File: config.mk
export PLATFORM = sky130hd
export DESIGN_NAME = amm_ctrl_top
export DESIGN_NICKNAME = d
export VERILOG_FILES = /design/src/amm_pkg.sv /design/src/amm_ctrl_top.sv
export VERILOG_INCLUDE_DIRS = /design/src
export SDC_FILE = /design/constraint.sdc
export NUM_CORES = 2
export LEC_CHECK = 0
export ABC_AREA = 1
export BUFFER_PORTS_ARGS = -buffer_cell sky130_fd_sc_hd__buf_2
export CAP_MARGIN = 30
export CORE_ASPECT_RATIO = 1.5
export CORE_UTILIZATION = 55
export CTS_BUF_LIST = sky130_fd_sc_hd__clkbuf_8
export CTS_CLUSTER_DIAMETER = 50
export DETAILED_ROUTE_END_ITERATION = 12
export PLACE_DENSITY = 0.79
export SLEW_MARGIN = 0
export SYNTH_ARGS = -nofsm -noshare
export SYNTH_HDL_FRONTEND = slang
export SYNTH_SLANG_ARGS = --single-unit
File: constraint.sdc
create_clock -name clk_sys_i -period 4.7 [get_ports clk_sys_i]
set_input_delay 0.705 -clock clk_sys_i [delete_from_list [all_inputs] [get_ports clk_sys_i]]
set_output_delay 0.705 -clock clk_sys_i [all_outputs]
set_load 0.03 [all_outputs]
File: src/amm_defines.svh
// constants of the amplifier monitor and silence controller
// assumes a 100 MHz system clock and a 32-bit avalon-mm register port
`ifndef AMM_DEFINES_SVH
`define AMM_DEFINES_SVH
// ----------------------------------------------------------------
// timing
// ----------------------------------------------------------------
`define AMM_CLK_HZ      100000000
`define AMM_BAUD        9600
`define AMM_BIT_CYC     (`AMM_CLK_HZ / `AMM_BAUD)
// ----------------------------------------------------------------
// buffers and characters
// ----------------------------------------------------------------
`define AMM_LINE_MAX    24
`define AMM_REPLY_BYTES 48
`define AMM_CH_CR       8'h0D
`define AMM_CH_LF       8'h0A
`define AMM_CH_ZERO     8'h30
`define AMM_CH_ONE      8'h31
`define AMM_CH_MINUS    8'h2D
`define AMM_CRLF        16'h0D0A
// ----------------------------------------------------------------
// registers
// ----------------------------------------------------------------
`define AMM_ADDR_CTRL   4'h0
`define AMM_ADDR_STAT   4'h4
`define AMM_ADDR_TEMP   4'h8
`define AMM_CTRL_POL    0
`define AMM_CTRL_PULLUP 1
`define AMM_CTRL_RST    2'h1
// ----------------------------------------------------------------
// over-temperature points, degrees celsius
// ----------------------------------------------------------------
`define AMM_OT_TRIP     8'sh55
`define AMM_OT_RESET    8'sh4B
`endif

File: src/amm_pkg.sv
// types of the amplifier monitor and silence controller
// assumes amm_defines.svh for all numeric constants
package amm_pkg;
  typedef enum logic [1:0] {RX_IDLE, RX_START, RX_DATA, RX_STOP} amm_rx_t;
  typedef logic [7:0] amm_char_t;
endpackage

File: src/amm_ctrl_top.sv
// amplifier monitor, silence control and serial command interpreter
// assumes one 100 MHz clock, async serial and silence pins, sensor inputs on clk
`timescale 1ns/100ps
`include "amm_defines.svh"
module amm_ctrl_top #(
  parameter int          BIT_CYC   = `AMM_BIT_CYC,
  parameter logic [31:0] PART_NUM  = "PN00",  // arbitrary
  parameter logic [31:0] SW_VER    = "0.00",  // arbitrary
  parameter logic [31:0] SERIAL_NO = "SN00"   // arbitrary
) (
  input  wire logic                clk_sys_i,
  input  wire logic                rst_i,
  input  wire logic [3:0]          avs_address_i,
  input  wire logic                avs_read_i,
  input  wire logic                avs_write_i,
  input  wire logic [31:0]         avs_writedata_i,
  input  wire logic [3:0]          avs_byteenable_i,
  output logic [31:0]              avs_readdata_o,
  output logic                     avs_waitrequest_o,
  input  wire logic                rxd_i,
  output logic                     txd_o,
  input  wire logic                mute_pin_i,
  output logic                     pull_up_en_o,
  output logic                     pull_down_en_o,
  output logic                     pa_en_o,
  input  wire amm_pkg::amm_char_t  temp_i,
  input  wire amm_pkg::amm_char_t  fwdpwr_i,
  input  wire logic                pll_unlock_i
);
  import amm_pkg::*;

  localparam int CW = $clog2(BIT_CYC + 1);
  localparam int LW = 8 * `AMM_LINE_MAX;
  localparam int RW = 8 * `AMM_REPLY_BYTES;
  localparam logic [CW-1:0] FULL = CW'(BIT_CYC - 1);
  localparam logic [CW-1:0] HALF = CW'(BIT_CYC / 2);

  // sign and three digits, leading zeros suppressed as nul bytes
  function automatic logic [31:0] dec_txt(input logic [7:0] v);
    logic [7:0] m;
    logic [7:0] h;
    logic [7:0] t;
    logic [7:0] o;
    m = v[7] ? 8'(-v) : v;
    h = m / 8'h64;
    t = (m / 8'h0A) % 8'h0A;
    o = m % 8'h0A;
    dec_txt = {v[7] ? `AMM_CH_MINUS : 8'h00,
               (h != 8'h00) ? (`AMM_CH_ZERO + h) : 8'h00,
               (h != 8'h00 || t != 8'h00) ? (`AMM_CH_ZERO + t) : 8'h00,
               `AMM_CH_ZERO + o};
  endfunction

  // ----------------------------------------------------------------
  // state
  // ----------------------------------------------------------------
  logic              rx_s1_q, rx_s2_q, pin_s1_q, pin_s2_q;
  amm_rx_t           rx_st_q;
  logic [CW-1:0]     rx_cnt_q, tx_cnt_q;
  logic [2:0]        rx_bit_q;
  logic [3:0]        tx_bit_q;
  logic [7:0]        rx_sh_q;
  logic              rx_valid_q;
  logic [LW-1:0]     line_q;
  logic [4:0]        len_q;
  logic              ovf_q, pend_q;
  logic [RW-1:0]     reply_q;
  logic [9:0]        tx_sh_q;
  logic              tx_busy_q;
  logic [1:0]        ctrl_q;
  logic              sw_mute_q, ot_q, pll_q, mute_q;

  // ----------------------------------------------------------------
  // silence path
  // ----------------------------------------------------------------
  wire pin_mute = ctrl_q[`AMM_CTRL_POL] ? pin_s2_q : ~pin_s2_q;
  wire mute_d   = sw_mute_q | pin_mute;

  always_ff @(posedge clk_sys_i)
  begin
    pin_s1_q <= mute_pin_i;
    pin_s2_q <= pin_s1_q;
    rx_s1_q  <= rxd_i;
    rx_s2_q  <= rx_s1_q;
  end

  always_ff @(posedge clk_sys_i)
  begin
    if (rst_i)
    begin
      mute_q         <= 1'b0;
      pa_en_o        <= 1'b0;
      pull_up_en_o   <= 1'b0;
      pull_down_en_o <= 1'b1;
    end
    else
    begin
      mute_q         <= mute_d;
      pa_en_o        <= ~mute_d;
      pull_up_en_o   <= ctrl_q[`AMM_CTRL_PULLUP];
      pull_down_en_o <= ~ctrl_q[`AMM_CTRL_PULLUP];
    end
  end

  // ----------------------------------------------------------------
  // register port
  // ----------------------------------------------------------------
  wire        acc     = (avs_read_i | avs_write_i) & avs_waitrequest_o;
  wire        wr_ctrl = ~avs_waitrequest_o & avs_write_i & avs_byteenable_i[0] &
                        (avs_address_i == `AMM_ADDR_CTRL);
  wire [31:0] rd_mux  =
    (avs_address_i == `AMM_ADDR_CTRL) ? {30'h0, ctrl_q} :
    (avs_address_i == `AMM_ADDR_STAT) ? {27'h0, pin_mute, sw_mute_q, pll_q, ot_q, mute_q} :
    (avs_address_i == `AMM_ADDR_TEMP) ? {{24{temp_i[7]}}, temp_i} : 32'h0;

  always_ff @(posedge clk_sys_i)
  begin
    if (rst_i)
    begin
      avs_waitrequest_o <= 1'b1;
      avs_readdata_o    <= 32'h0;
      ctrl_q            <= `AMM_CTRL_RST;
    end
    else
    begin
      avs_waitrequest_o <= ~acc;
      if (acc & avs_read_i)
        avs_readdata_o <= rd_mux;
      if (wr_ctrl)
        ctrl_q <= avs_writedata_i[1:0];
    end
  end

  // ----------------------------------------------------------------
  // receiver
  // ----------------------------------------------------------------
  always_ff @(posedge clk_sys_i)
  begin
    if (rst_i)
    begin
      rx_st_q    <= RX_IDLE;
      rx_cnt_q   <= '0;
      rx_bit_q   <= 3'h0;
      rx_sh_q    <= 8'h00;
      rx_valid_q <= 1'b0;
    end
    else
    begin
      rx_valid_q <= 1'b0;
      rx_cnt_q   <= (rx_cnt_q != '0) ? rx_cnt_q - 1'b1 : FULL;
      unique case (rx_st_q)
        RX_IDLE:
        begin
          rx_cnt_q <= HALF;
          if (!rx_s2_q)
            rx_st_q <= RX_START;
        end
        RX_START:
          if (rx_cnt_q == '0)
            rx_st_q <= rx_s2_q ? RX_IDLE : RX_DATA;
        RX_DATA:
          if (rx_cnt_q == '0)
          begin
            rx_sh_q  <= {rx_s2_q, rx_sh_q[7:1]};
            rx_bit_q <= rx_bit_q + 3'h1;
            if (rx_bit_q == 3'h7)
              rx_st_q <= RX_STOP;
          end
        RX_STOP:
          if (rx_cnt_q == '0)
          begin
            rx_st_q    <= RX_IDLE;
            rx_valid_q <= rx_s2_q;
          end
      endcase
    end
  end

  // ----------------------------------------------------------------
  // command decode
  // ----------------------------------------------------------------
  wire        go       = pend_q & ~tx_busy_q & (reply_q == '0);
  wire [63:0] head8    = 64'(line_q >> (8 * (len_q - 5'h08)));
  wire        is_ident = ~ovf_q & (line_q == LW'("getident"));
  wire        is_stat  = ~ovf_q & (line_q == LW'("getstatus"));
  wire        is_flt   = ~ovf_q & (line_q == LW'("getfaults"));
  wire        is_rst   = ~ovf_q & (line_q == LW'("resetfaults"));
  wire        sm_miss  = ~ovf_q & ((line_q == LW'("setmute")) |
                                   (line_q == LW'("setmute cmd")));
  wire        sm_full  = ~ovf_q & (line_q[LW-1:8] == (LW-8)'("setmute cmd "));
  wire        sm_good  = sm_full & (line_q[7:1] == 7'(`AMM_CH_ZERO >> 1));
  wire        sm_head  = ~ovf_q & (len_q >= 5'h08) & (head8 == "setmute ");
  wire        do_rst   = go & is_rst;

  // ----------------------------------------------------------------
  // replies, right aligned; nul bytes are skipped when sending
  // ----------------------------------------------------------------
  wire [7:0]    flt_ch = `AMM_CH_ZERO | {7'h0, ot_q | pll_q};
  wire [RW-1:0] r_id   = RW'({`AMM_CRLF, "ok pn ", PART_NUM, " swver ", SW_VER,
                              " sn ", SERIAL_NO, `AMM_CRLF});
  wire [RW-1:0] r_st   = RW'({`AMM_CRLF, "ok fault ", flt_ch, " fwdpwr ",
                              dec_txt(fwdpwr_i), " revpwr 0 temp ",
                              dec_txt(temp_i), `AMM_CRLF});
  wire [RW-1:0] r_fl   = RW'({`AMM_CRLF, "ok mute ", `AMM_CH_ZERO | {7'h0, mute_q},
                              " overTemp ", `AMM_CH_ZERO | {7'h0, ot_q},
                              " pll ", `AMM_CH_ZERO | {7'h0, pll_q},
                              `AMM_CRLF});
  wire [RW-1:0] r_ok   = RW'({`AMM_CRLF, "ok", `AMM_CRLF});
  wire [RW-1:0] reply_d =
    is_ident ? r_id :
    is_stat  ? r_st :
    is_flt   ? r_fl :
    (is_rst | sm_good) ? r_ok :
    sm_miss  ? RW'({`AMM_CRLF, "err Missing Parameter", `AMM_CRLF}) :
    sm_full  ? RW'({`AMM_CRLF, "err Invalid Value", `AMM_CRLF}) :
    sm_head  ? RW'({`AMM_CRLF, "err Invalid Parameter", `AMM_CRLF}) :
               RW'({`AMM_CRLF, "err Invalid Command", `AMM_CRLF});

  // ----------------------------------------------------------------
  // line buffer
  // ----------------------------------------------------------------
  always_ff @(posedge clk_sys_i)
  begin
    if (rst_i || go)
    begin
      line_q <= '0;
      len_q  <= 5'h0;
      ovf_q  <= 1'b0;
      pend_q <= 1'b0;
    end
    else if (rx_valid_q && !pend_q)
    begin
      if (rx_sh_q == `AMM_CH_CR)
        pend_q <= 1'b1;
      else if (rx_sh_q != `AMM_CH_LF)
      begin
        line_q <= {line_q[LW-9:0], rx_sh_q};
        if (len_q == 5'(`AMM_LINE_MAX))
          ovf_q <= 1'b1;
        else
          len_q <= len_q + 5'h1;
      end
    end
  end

  // ----------------------------------------------------------------
  // transmitter
  // ----------------------------------------------------------------
  always_ff @(posedge clk_sys_i)
  begin
    if (rst_i)
    begin
      reply_q   <= '0;
      tx_sh_q   <= 10'h3FF;
      tx_busy_q <= 1'b0;
      tx_bit_q  <= 4'h0;
      tx_cnt_q  <= '0;
      txd_o     <= 1'b1;
    end
    else
    begin
      txd_o <= tx_busy_q ? tx_sh_q[0] : 1'b1;
      if (go)
        reply_q <= reply_d;
      else if (!tx_busy_q && reply_q != '0)
      begin
        reply_q <= {reply_q[RW-9:0], 8'h00};
        if (reply_q[RW-1:RW-8] != 8'h00)
        begin
          tx_sh_q   <= {1'b1, reply_q[RW-1:RW-8], 1'b0};
          tx_busy_q <= 1'b1;
          tx_bit_q  <= 4'h0;
          tx_cnt_q  <= FULL;
        end
      end
      else if (tx_busy_q)
      begin
        tx_cnt_q <= (tx_cnt_q != '0) ? tx_cnt_q - 1'b1 : FULL;
        if (tx_cnt_q == '0)
        begin
          tx_sh_q  <= {1'b1, tx_sh_q[9:1]};
          tx_bit_q <= tx_bit_q + 4'h1;
          if (tx_bit_q == 4'h9)
            tx_busy_q <= 1'b0;
        end
      end
    end
  end

  // ----------------------------------------------------------------
  // faults and software silence
  // ----------------------------------------------------------------
  wire ot_hot  = $signed(temp_i) > `AMM_OT_TRIP;
  wire ot_cool = $signed(temp_i) < `AMM_OT_RESET;
  wire ot_low  = $signed(temp_i) < `AMM_OT_TRIP;

  always_ff @(posedge clk_sys_i)
  begin
    if (rst_i)
    begin
      ot_q      <= 1'b0;
      pll_q     <= 1'b0;
      sw_mute_q <= 1'b0;
    end
    else
    begin
      if (ot_hot)
        ot_q <= 1'b1;
      else if (ot_cool || (do_rst && ot_low))
        ot_q <= 1'b0;
      if (pll_unlock_i)
        pll_q <= 1'b1;
      else if (do_rst)
        pll_q <= 1'b0;
      if (go && sm_good)
        sw_mute_q <= line_q[0];
    end
  end

  // ----------------------------------------------------------------
  // checks
  // ----------------------------------------------------------------
  property p_sw_mute;
    @(posedge clk_sys_i) disable iff (rst_i) sw_mute_q |=> !pa_en_o;
  endproperty
  a_sw_mute: assert property (p_sw_mute) else $error("pa enabled under sw mute");

  property p_pol_high;
    @(posedge clk_sys_i) disable iff (rst_i)
      (ctrl_q == 2'h1 && !sw_mute_q && !pin_s2_q) |=> pa_en_o;
  endproperty
  a_pol_high: assert property (p_pol_high) else $error("low pin silenced");

  property p_pol_low;
    @(posedge clk_sys_i) disable iff (rst_i)
      (!ctrl_q[0] && !pin_s2_q) |=> !pa_en_o;
  endproperty
  a_pol_low: assert property (p_pol_low) else $error("active low not honoured");

  property p_bias;
    @(posedge clk_sys_i) disable iff (rst_i)
      $changed(ctrl_q[1]) |=> pull_up_en_o == ctrl_q[1] && pull_down_en_o != pull_up_en_o;
  endproperty
  a_bias: assert property (p_bias) else $error("bias outputs wrong");

  property p_ot_set;
    @(posedge clk_sys_i) disable iff (rst_i) ot_hot |=> ot_q;
  endproperty
  a_ot_set: assert property (p_ot_set) else $error("overtemp not set");

  property p_ot_hold;
    @(posedge clk_sys_i) disable iff (rst_i) (ot_q && !ot_low) |=> ot_q;
  endproperty
  a_ot_hold: assert property (p_ot_hold) else $error("overtemp cleared at trip");

  property p_pll_latch;
    @(posedge clk_sys_i) disable iff (rst_i) (pll_q && !do_rst) |=> pll_q;
  endproperty
  a_pll_latch: assert property (p_pll_latch) else $error("lock loss lost");

  property p_clr_keeps_mute;
    @(posedge clk_sys_i) disable iff (rst_i) (do_rst && sw_mute_q) |=> sw_mute_q;
  endproperty
  a_clr_keeps_mute: assert property (p_clr_keeps_mute) else $error("clear undid mute");

  property p_quiet;
    @(posedge clk_sys_i) disable iff (rst_i)
      (reply_q == '0 && !pend_q && !tx_busy_q) |=> !tx_busy_q ##1 txd_o;
  endproperty
  a_quiet: assert property (p_quiet) else $error("unsolicited transmit");

  property p_frame;
    @(posedge clk_sys_i) disable iff (rst_i) go |=> reply_q[15:0] == `AMM_CRLF;
  endproperty
  a_frame: assert property (p_frame) else $error("reply not framed");

endmodule // amm_ctrl_top

# Word-level counts from Yosys, hierarchy flattened
# Cells that the tools add are included.
[classes] add_sub_neg=14 mul=0 div_mod_pow=8 order_cmp=4 n_eq_ne=25 shifts=1 mux=51 n_bitwise=35 n_reduce_logical=41
[op_table] operator="$mux 196" n=4
[op_table] operator="$mux 384" n=2
[op_table] operator="$mux 356" n=2
[op_table] operator="$eq 192x71->1 const B" n=2
[op_table] operator="$eq 192x87->1 const B" n=2
[op_table] operator="$logic_not 384->1" n=1
[op_table] operator="$reduce_bool 384->1" n=1
[op_table] operator="$mux 236" n=1
[op_table] operator="$eq 192x55->1 const B" n=1
[op_table] operator="$eq 192x63->1 const B" n=1
[op_table] operator="$shr 192x32->64" n=1
[op_table] operator="$eq 184x95->1 const B" n=1
[op_table] operator="$mux 32" n=3
[op_table] operator="$mux 14" n=5
[op_table] operator="$eq 64x63->1 const B" n=1
[op_table] operator="$add 6x8->8 const A" n=6
[op_table] operator="$mux 8" n=6
[op_table] operator="$mux 10" n=4
[op_table] operator="$reduce_bool 8->1" n=5
[op_table] operator="$mod 8x4->8 const B" n=4
[op_table] operator="$logic_not 14->1" n=2
[op_table] operator="$reduce_bool 14->1" n=2
[op_table] operator="$sub 14x1->14 const B" n=2
[op_table] operator="$and 1x1->1" n=17
[op_table] operator="41 further kinds" n=103
[word_totals] regBits=687 latchBits=0 ramBits=0 romBits=0 input_bits=63 out_inout_bits=37 elab_cells=210 memories=0

# Depth between registers and ports, before layout
[logic_depth] word_depth=12 mapped_depth=40

# Worst setup path before layout
# OpenSTA, ideal clock, no wires.
[synth_path] path_type="input -> register" from="input port temp_i[0]" to="register reply_q[21]" setup_time_ps=95 t_arrival_ps=4518 required_ps=4605 slack_ps=87 path_stages=35 path_buffers=0 path_cell_list="inv_1 ha_1 nand2_1 nand2_1 nand2_1 nand2_1 nand2_4 ha_1 inv_1 o21ai_2 inv_2 nand2_2 nand3_4 nand2_2 nand3_2 nand2_4 nand3_4 nand2_1 nand2_1 inv_1 ha_1 inv_1 nor2_1 nand3_1 nand3_4 nand2_1 nand2_1 inv_1 ha_1 nand3_1 nand3_1 nand2_1 nand3_2 ha_1 a221oi_1"
[synth_between] elab_chain_cells=7
[synth_rtl] element="from (decl)" line="amm_ctrl_top.sv:26" text="input wire amm_pkg::amm_char_t temp_i,"
[synth_rtl] element="$neg 8->8" line="amm_ctrl_top.sv:44" text="m = v[7] ? 8'(-v) : v;"
[synth_rtl] element="$mux 8 (*)" line="amm_ctrl_top.sv:44"
[synth_rtl] element="$mod 8x4->8 (*)" line="amm_ctrl_top.sv:47" text="o = m % 8'h0A;"
[synth_rtl] element="$add 6x8->8 (no source line) (*)"
[synth_rtl] element="$mux 356 (*)" line="amm_ctrl_top.sv:211" text="is_stat ? r_st :"
[synth_rtl] element="$mux 356 (*)" line="amm_ctrl_top.sv:210" text="is_ident ? r_id :"
[synth_rtl] element="$mux 384 (*)" line="amm_ctrl_top.sv:263" text="if (go)"
[synth_rtl] element="to (signal assigned)" line="amm_ctrl_top.sv:264" text="reply_q <= reply_d;"
[synth_rtl] element="to (signal assigned)" line="amm_ctrl_top.sv:267" text="reply_q <= {reply_q[RW-9:0], 8'h00};"
[synth_rtl] element="to (decl)" line="amm_ctrl_top.sv:67" text="logic [RW-1:0] reply_q;"
# Mark *: on every way between the ends. The rest lies on a longest branch, timed or not.
# A chain may end at the register's enable or synchronous reset.

# Final worst setup path
[layout_path] from="register len_q[4]" to="register reply_q[148]"
[layout_between] elab_chain_cells=12 word_cells_on_any_way=14
[layout_rtl] element="from (decl)" line="amm_ctrl_top.sv:65" text="logic [4:0] len_q;"
[layout_rtl] element="from (signal assigned)" line="amm_ctrl_top.sv:241" text="len_q <= len_q + 5'h1;"
[layout_rtl] element="$sub 5x4->6" line="amm_ctrl_top.sv:183" text="wire [63:0] head8 = 64'(line_q >> (8 * (len_q - 5'h08)));"
[layout_rtl] element="$shr 192x32->64" line="amm_ctrl_top.sv:183"
[layout_rtl] element="$eq 64x63->1" line="amm_ctrl_top.sv:192" text="wire sm_head = ~ovf_q & (len_q >= 5'h08) & (head8 == \"setmute \");"
[layout_rtl] element="$and 1x1->1 (*)" line="amm_ctrl_top.sv:192"
[layout_rtl] element="$mux 196 (*)" line="amm_ctrl_top.sv:216" text="sm_head ? RW'({`AMM_CRLF, \"err Invalid Parameter\", `AMM_CRLF}) :"
[layout_rtl] element="$mux 196 (*)" line="amm_ctrl_top.sv:215" text="sm_full ? RW'({`AMM_CRLF, \"err Invalid Value\", `AMM_CRLF}) :"
[layout_rtl] element="$mux 196 (*)" line="amm_ctrl_top.sv:214" text="sm_miss ? RW'({`AMM_CRLF, \"err Missing Parameter\", `AMM_CRLF}) :"
[layout_rtl] element="$mux 196 (*)" line="amm_ctrl_top.sv:213" text="(is_rst | sm_good) ? r_ok :"
[layout_rtl] element="$mux 236 (*)" line="amm_ctrl_top.sv:212" text="is_flt ? r_fl :"
[layout_rtl] element="$mux 356 (*)" line="amm_ctrl_top.sv:211"
[layout_rtl] element="$mux 356 (*)" line="amm_ctrl_top.sv:210"
[layout_rtl] element="$mux 384 (*)" line="amm_ctrl_top.sv:263"
# Marked as above.

==> metrics.csv <==
stage,metric,value,unit
yosys,synth cell count leaders,"nand2_1, dfxtp_1, a21oi_1",
critical_path,WS Path Type,reg -> reg,
yosys,most common cell in the netlist,nand2_1,
critical_path,CP max stage cell,nor3_2,
place,Placer Congestion,1.051,
cells_and_area,share of layout cells above drive strength 1,9.189,%
detailed_routing,post-DR vias/cell,5.959,
yosys,Main synth FF type,dfxtp_1,
global_routing,initial antenna violation count,1,
sta,Peak Freq,222.5,MHz
detailed_routing,DRT Pass-1 Iters,9,
yosys,"Avg Cell Area, Syn",6.592,um^2
power_and_ir_drop,peak supply drop,0.5299,mV
place,pre-CTS setup slack,-0.08729,ns
yosys,YS warnings,0,
critical_path,"Data required, critical path",5.43,ns
critical_path,Setup crit start kind,flip-flop,
global_routing,largest net degree at the start of global routing,199,
power_and_ir_drop,pwr dens,428.9,mW/mm^2
sta,clock skew,0.07403,ns
floorplanning,die height,314.0,um
yosys,sequential-to-total area share from yosys stat,36.40,%
global_routing,vias in the first global route,35920,
power_and_ir_drop,LEAKAGE,0.01482,uW
run,maxcap violations,0,
sta,Tcrit/Tclk final,95.63,%
clock_tree,CTS Sinks,649,
clock_tree,CTS root buf,clkbuf_8,
cells_and_area,"final std cell area, no fill",0.03916,mm^2
clock_tree,CTS clock-pin slew for the worst setup and hold paths,0.06,ns
global_routing,first-pass GRT wire length,187400,um
yosys,"top cells by area, synth","dfxtp_1, nand2_1, a21oi_1",
sta,max_slew headroom,31.19,%
sta,Final min period,4.495,ns
clock_tree,Clock Latency Late Sink,0.82,ns
place,HPWL Detailed,83840,um
critical_path,Worst Setup End Kind,flip-flop,
sta,RSZ-0062 raised after global routing,false,
detailed_routing,residual DRC count,0,
detailed_routing,initial DRC count,3921,
detailed_routing,via count,37810,
floorplanning,I/O pin count,100,
global_routing,gr usage total,35.46,%
sta,Final Hold Violating Endpoints,0,
floorplanning,core area,0.06433,mm^2
critical_path,crit path max fanout,31,
clock_tree,CTS Hold Bufs,0,
critical_path,"Arr. time, crit path",5.22,ns
floorplanning,initial core utilization,55.49,%
floorplanning,DIE AREA,0.06594,mm^2
global_routing,grt total ovfl,0,
sta,Slew Limit Fails,0,
critical_path,"CP delay by family, top",simple AND/OR/NAND/NOR gates,
clock_tree,total CTS buffers,95,
sta,post-route setup slack,0.2053,ns
detailed_routing,DRT antenna net count,0,
yosys,Post-synth EDFFs,0,
critical_path,worst-path cell chain,inv_1 > ha_2 > inv_6 > buf_4 > nand2_1 > o21ai_0 > o21ai_0 > o21ai_0 > o221ai_1 > nand2_1 > nor3_1 > a21oi_1 > nor2_1 > nand3_1 > buf_4 > nand2_1 > inv_2 > nand3_1 > nor3_2 > nor3_1 > nor2_1,
yosys,"area leader, netlist",dfxtp_1,
worst_hold_path,Worst Hold Class,in -> reg,
place,Area after DPL,0.03717,mm^2
critical_path,CP bufs+invs,5,
yosys,Synth Register Bits,649,
yosys,Yosys cell types,70,
clock_tree,CTS tree,yes,
yosys,"Cell Area, Synth",0.03570,mm^2
clock_tree,Max clock buf depth,3,
sta,final setup vio count,0,
detailed_routing,routed wire length,118700,um
sta,Worst-Margin Slew,1.032,ns
detailed_routing,routed length per instance,18.71,um
yosys,top-area cell type share of the netlist area,36.40,%
clock_tree,CTS H-tree lvls,3,
floorplanning,Die Wd,210.0,um
cells_and_area,NumNets Final,5502,
yosys,share of flip-flops with an asynchronous set or reset,0,%
outcome,status,finished clean,
critical_path,Critical Path Max Stage Delay,0.59,ns
cells_and_area,area delta synth->final,9.702,%
sta,setup TNS,0,ns
place,port bufs,66,
yosys,Post-Synthesis Cells,5415,
floorplanning,site row count,114,
-- flip-flops by register name (all words and copies together), names as in the netlist, 2 cells and up, named ones only --
register        cells
reply_q           371
line_q            192
rx_cnt_q           14
tx_cnt_q           14
tx_sh_q             9
avs_readdata_o      8
rx_sh_q             8
len_q               5
tx_bit_q            4
rx_bit_q            3
ctrl_q              2
-- what timing repair did --
| item | in CTS | in global routing |
|---|---|---|
| gates resized for setup | 0 | 3 |
| hold endpoints to repair | 0 | 0 |
| buffers inserted | 0 | 0 |
| setup endpoints to repair | 0 | 6 |
-- path summary, 6_finish.rpt --
check / slack [ns] / startpoint / cells past startpoint / to
worst max-delay path: 0.21 / len_q[4]$_SDFFE_PP0P_ / 21 / reply_q[148]$_SDFFE_PP0P_
worst min-delay path: 0.02 / rxd_i / 1 / rx_s1_q$_DFF_P_
worst max register to register: 0.21 / len_q[4]$_SDFFE_PP0P_ / 21 / reply_q[148]$_SDFFE_PP0P_
worst min register to register: 0.33 / pin_s1_q$_DFF_P_ / 0 / pin_s2_q$_DFF_P_
-- area by class of cell --
class,instances,area [um^2]
antenna,1,2.502
clock buffer,113,1555
clock inverter,56,410.4
fill,6127,25170
inverter,536,2039
multi-input combinational,3878,19170
sequential,649,13000
tap,870,1089
timing repair buffer,242,1896
-- cells by family (layout without fill, tap and decap cells) --
group	Yosys count	count (layout)	synth area share, %
simple gates	2484	2484	30.86
compound gates	1317	1317	20.41
buf+inv	889	947	10.04
flops	649	649	36.40
fa+ha+maj	37	37	1.297
xor+xnor	27	27	0.6835
mux	11	11	0.3085
other cells	1	3	0.01051
-- routing by layer --
metal,up-vias,track usage [%],share of wire [%]
met2,1691,61.61,49
met3,578,6.145,6.6
met5,-,0,0
met1,17310,37.52,36
met4,0,29.35,8.7
li1,18230,-,-
-- layout by cell type (no fill, tap or decap), types with 15 or more instances in the layout --
master and n:
nand2_1 1282, dfxtp_1 647, a21oi_1 544, inv_1 538, o21ai_0 504, nor2_1 409
nand3_1 291, nor4_1 176, buf_4 156, clkbuf_8 113, nor3_1 107, nand4_1 106
buf_2 65, a31oi_1 49, o211ai_1 47, ha_1 36, a221oi_1 35, inv_2 25
o221ai_1 23, xor2_1 22, or2_2 22, o31ai_1 21, o21a_1 20, o22ai_1 20
buf_12 19, nand2_2 15
-- per-stage QoR --
stage	power (uW)	util [%]	hold slack (ns)	cells
2_1_floorplan	10480	-	0.3096	5416
3_3_place_gp	12000	57.79	0.3170	6174
3_5_place_dp	12100	57.79	0.3135	6174
4_1_cts	16800	60.84	0.02324	6343
5_1_grt	17750	60.87	0.008298	6345
6_report	16790	60.87	0.02197	6345
-- power breakdown --
group | internal [uW] | switching [uW] | total [uW]
clock | 2390 | 2330 | 4720
sequential | 6120 | 434 | 6560
combinational | 1940 | 3580 | 5520
total | 10500 | 6340 | 16800
Note: power is estimated with default switching activity, not from simulation.
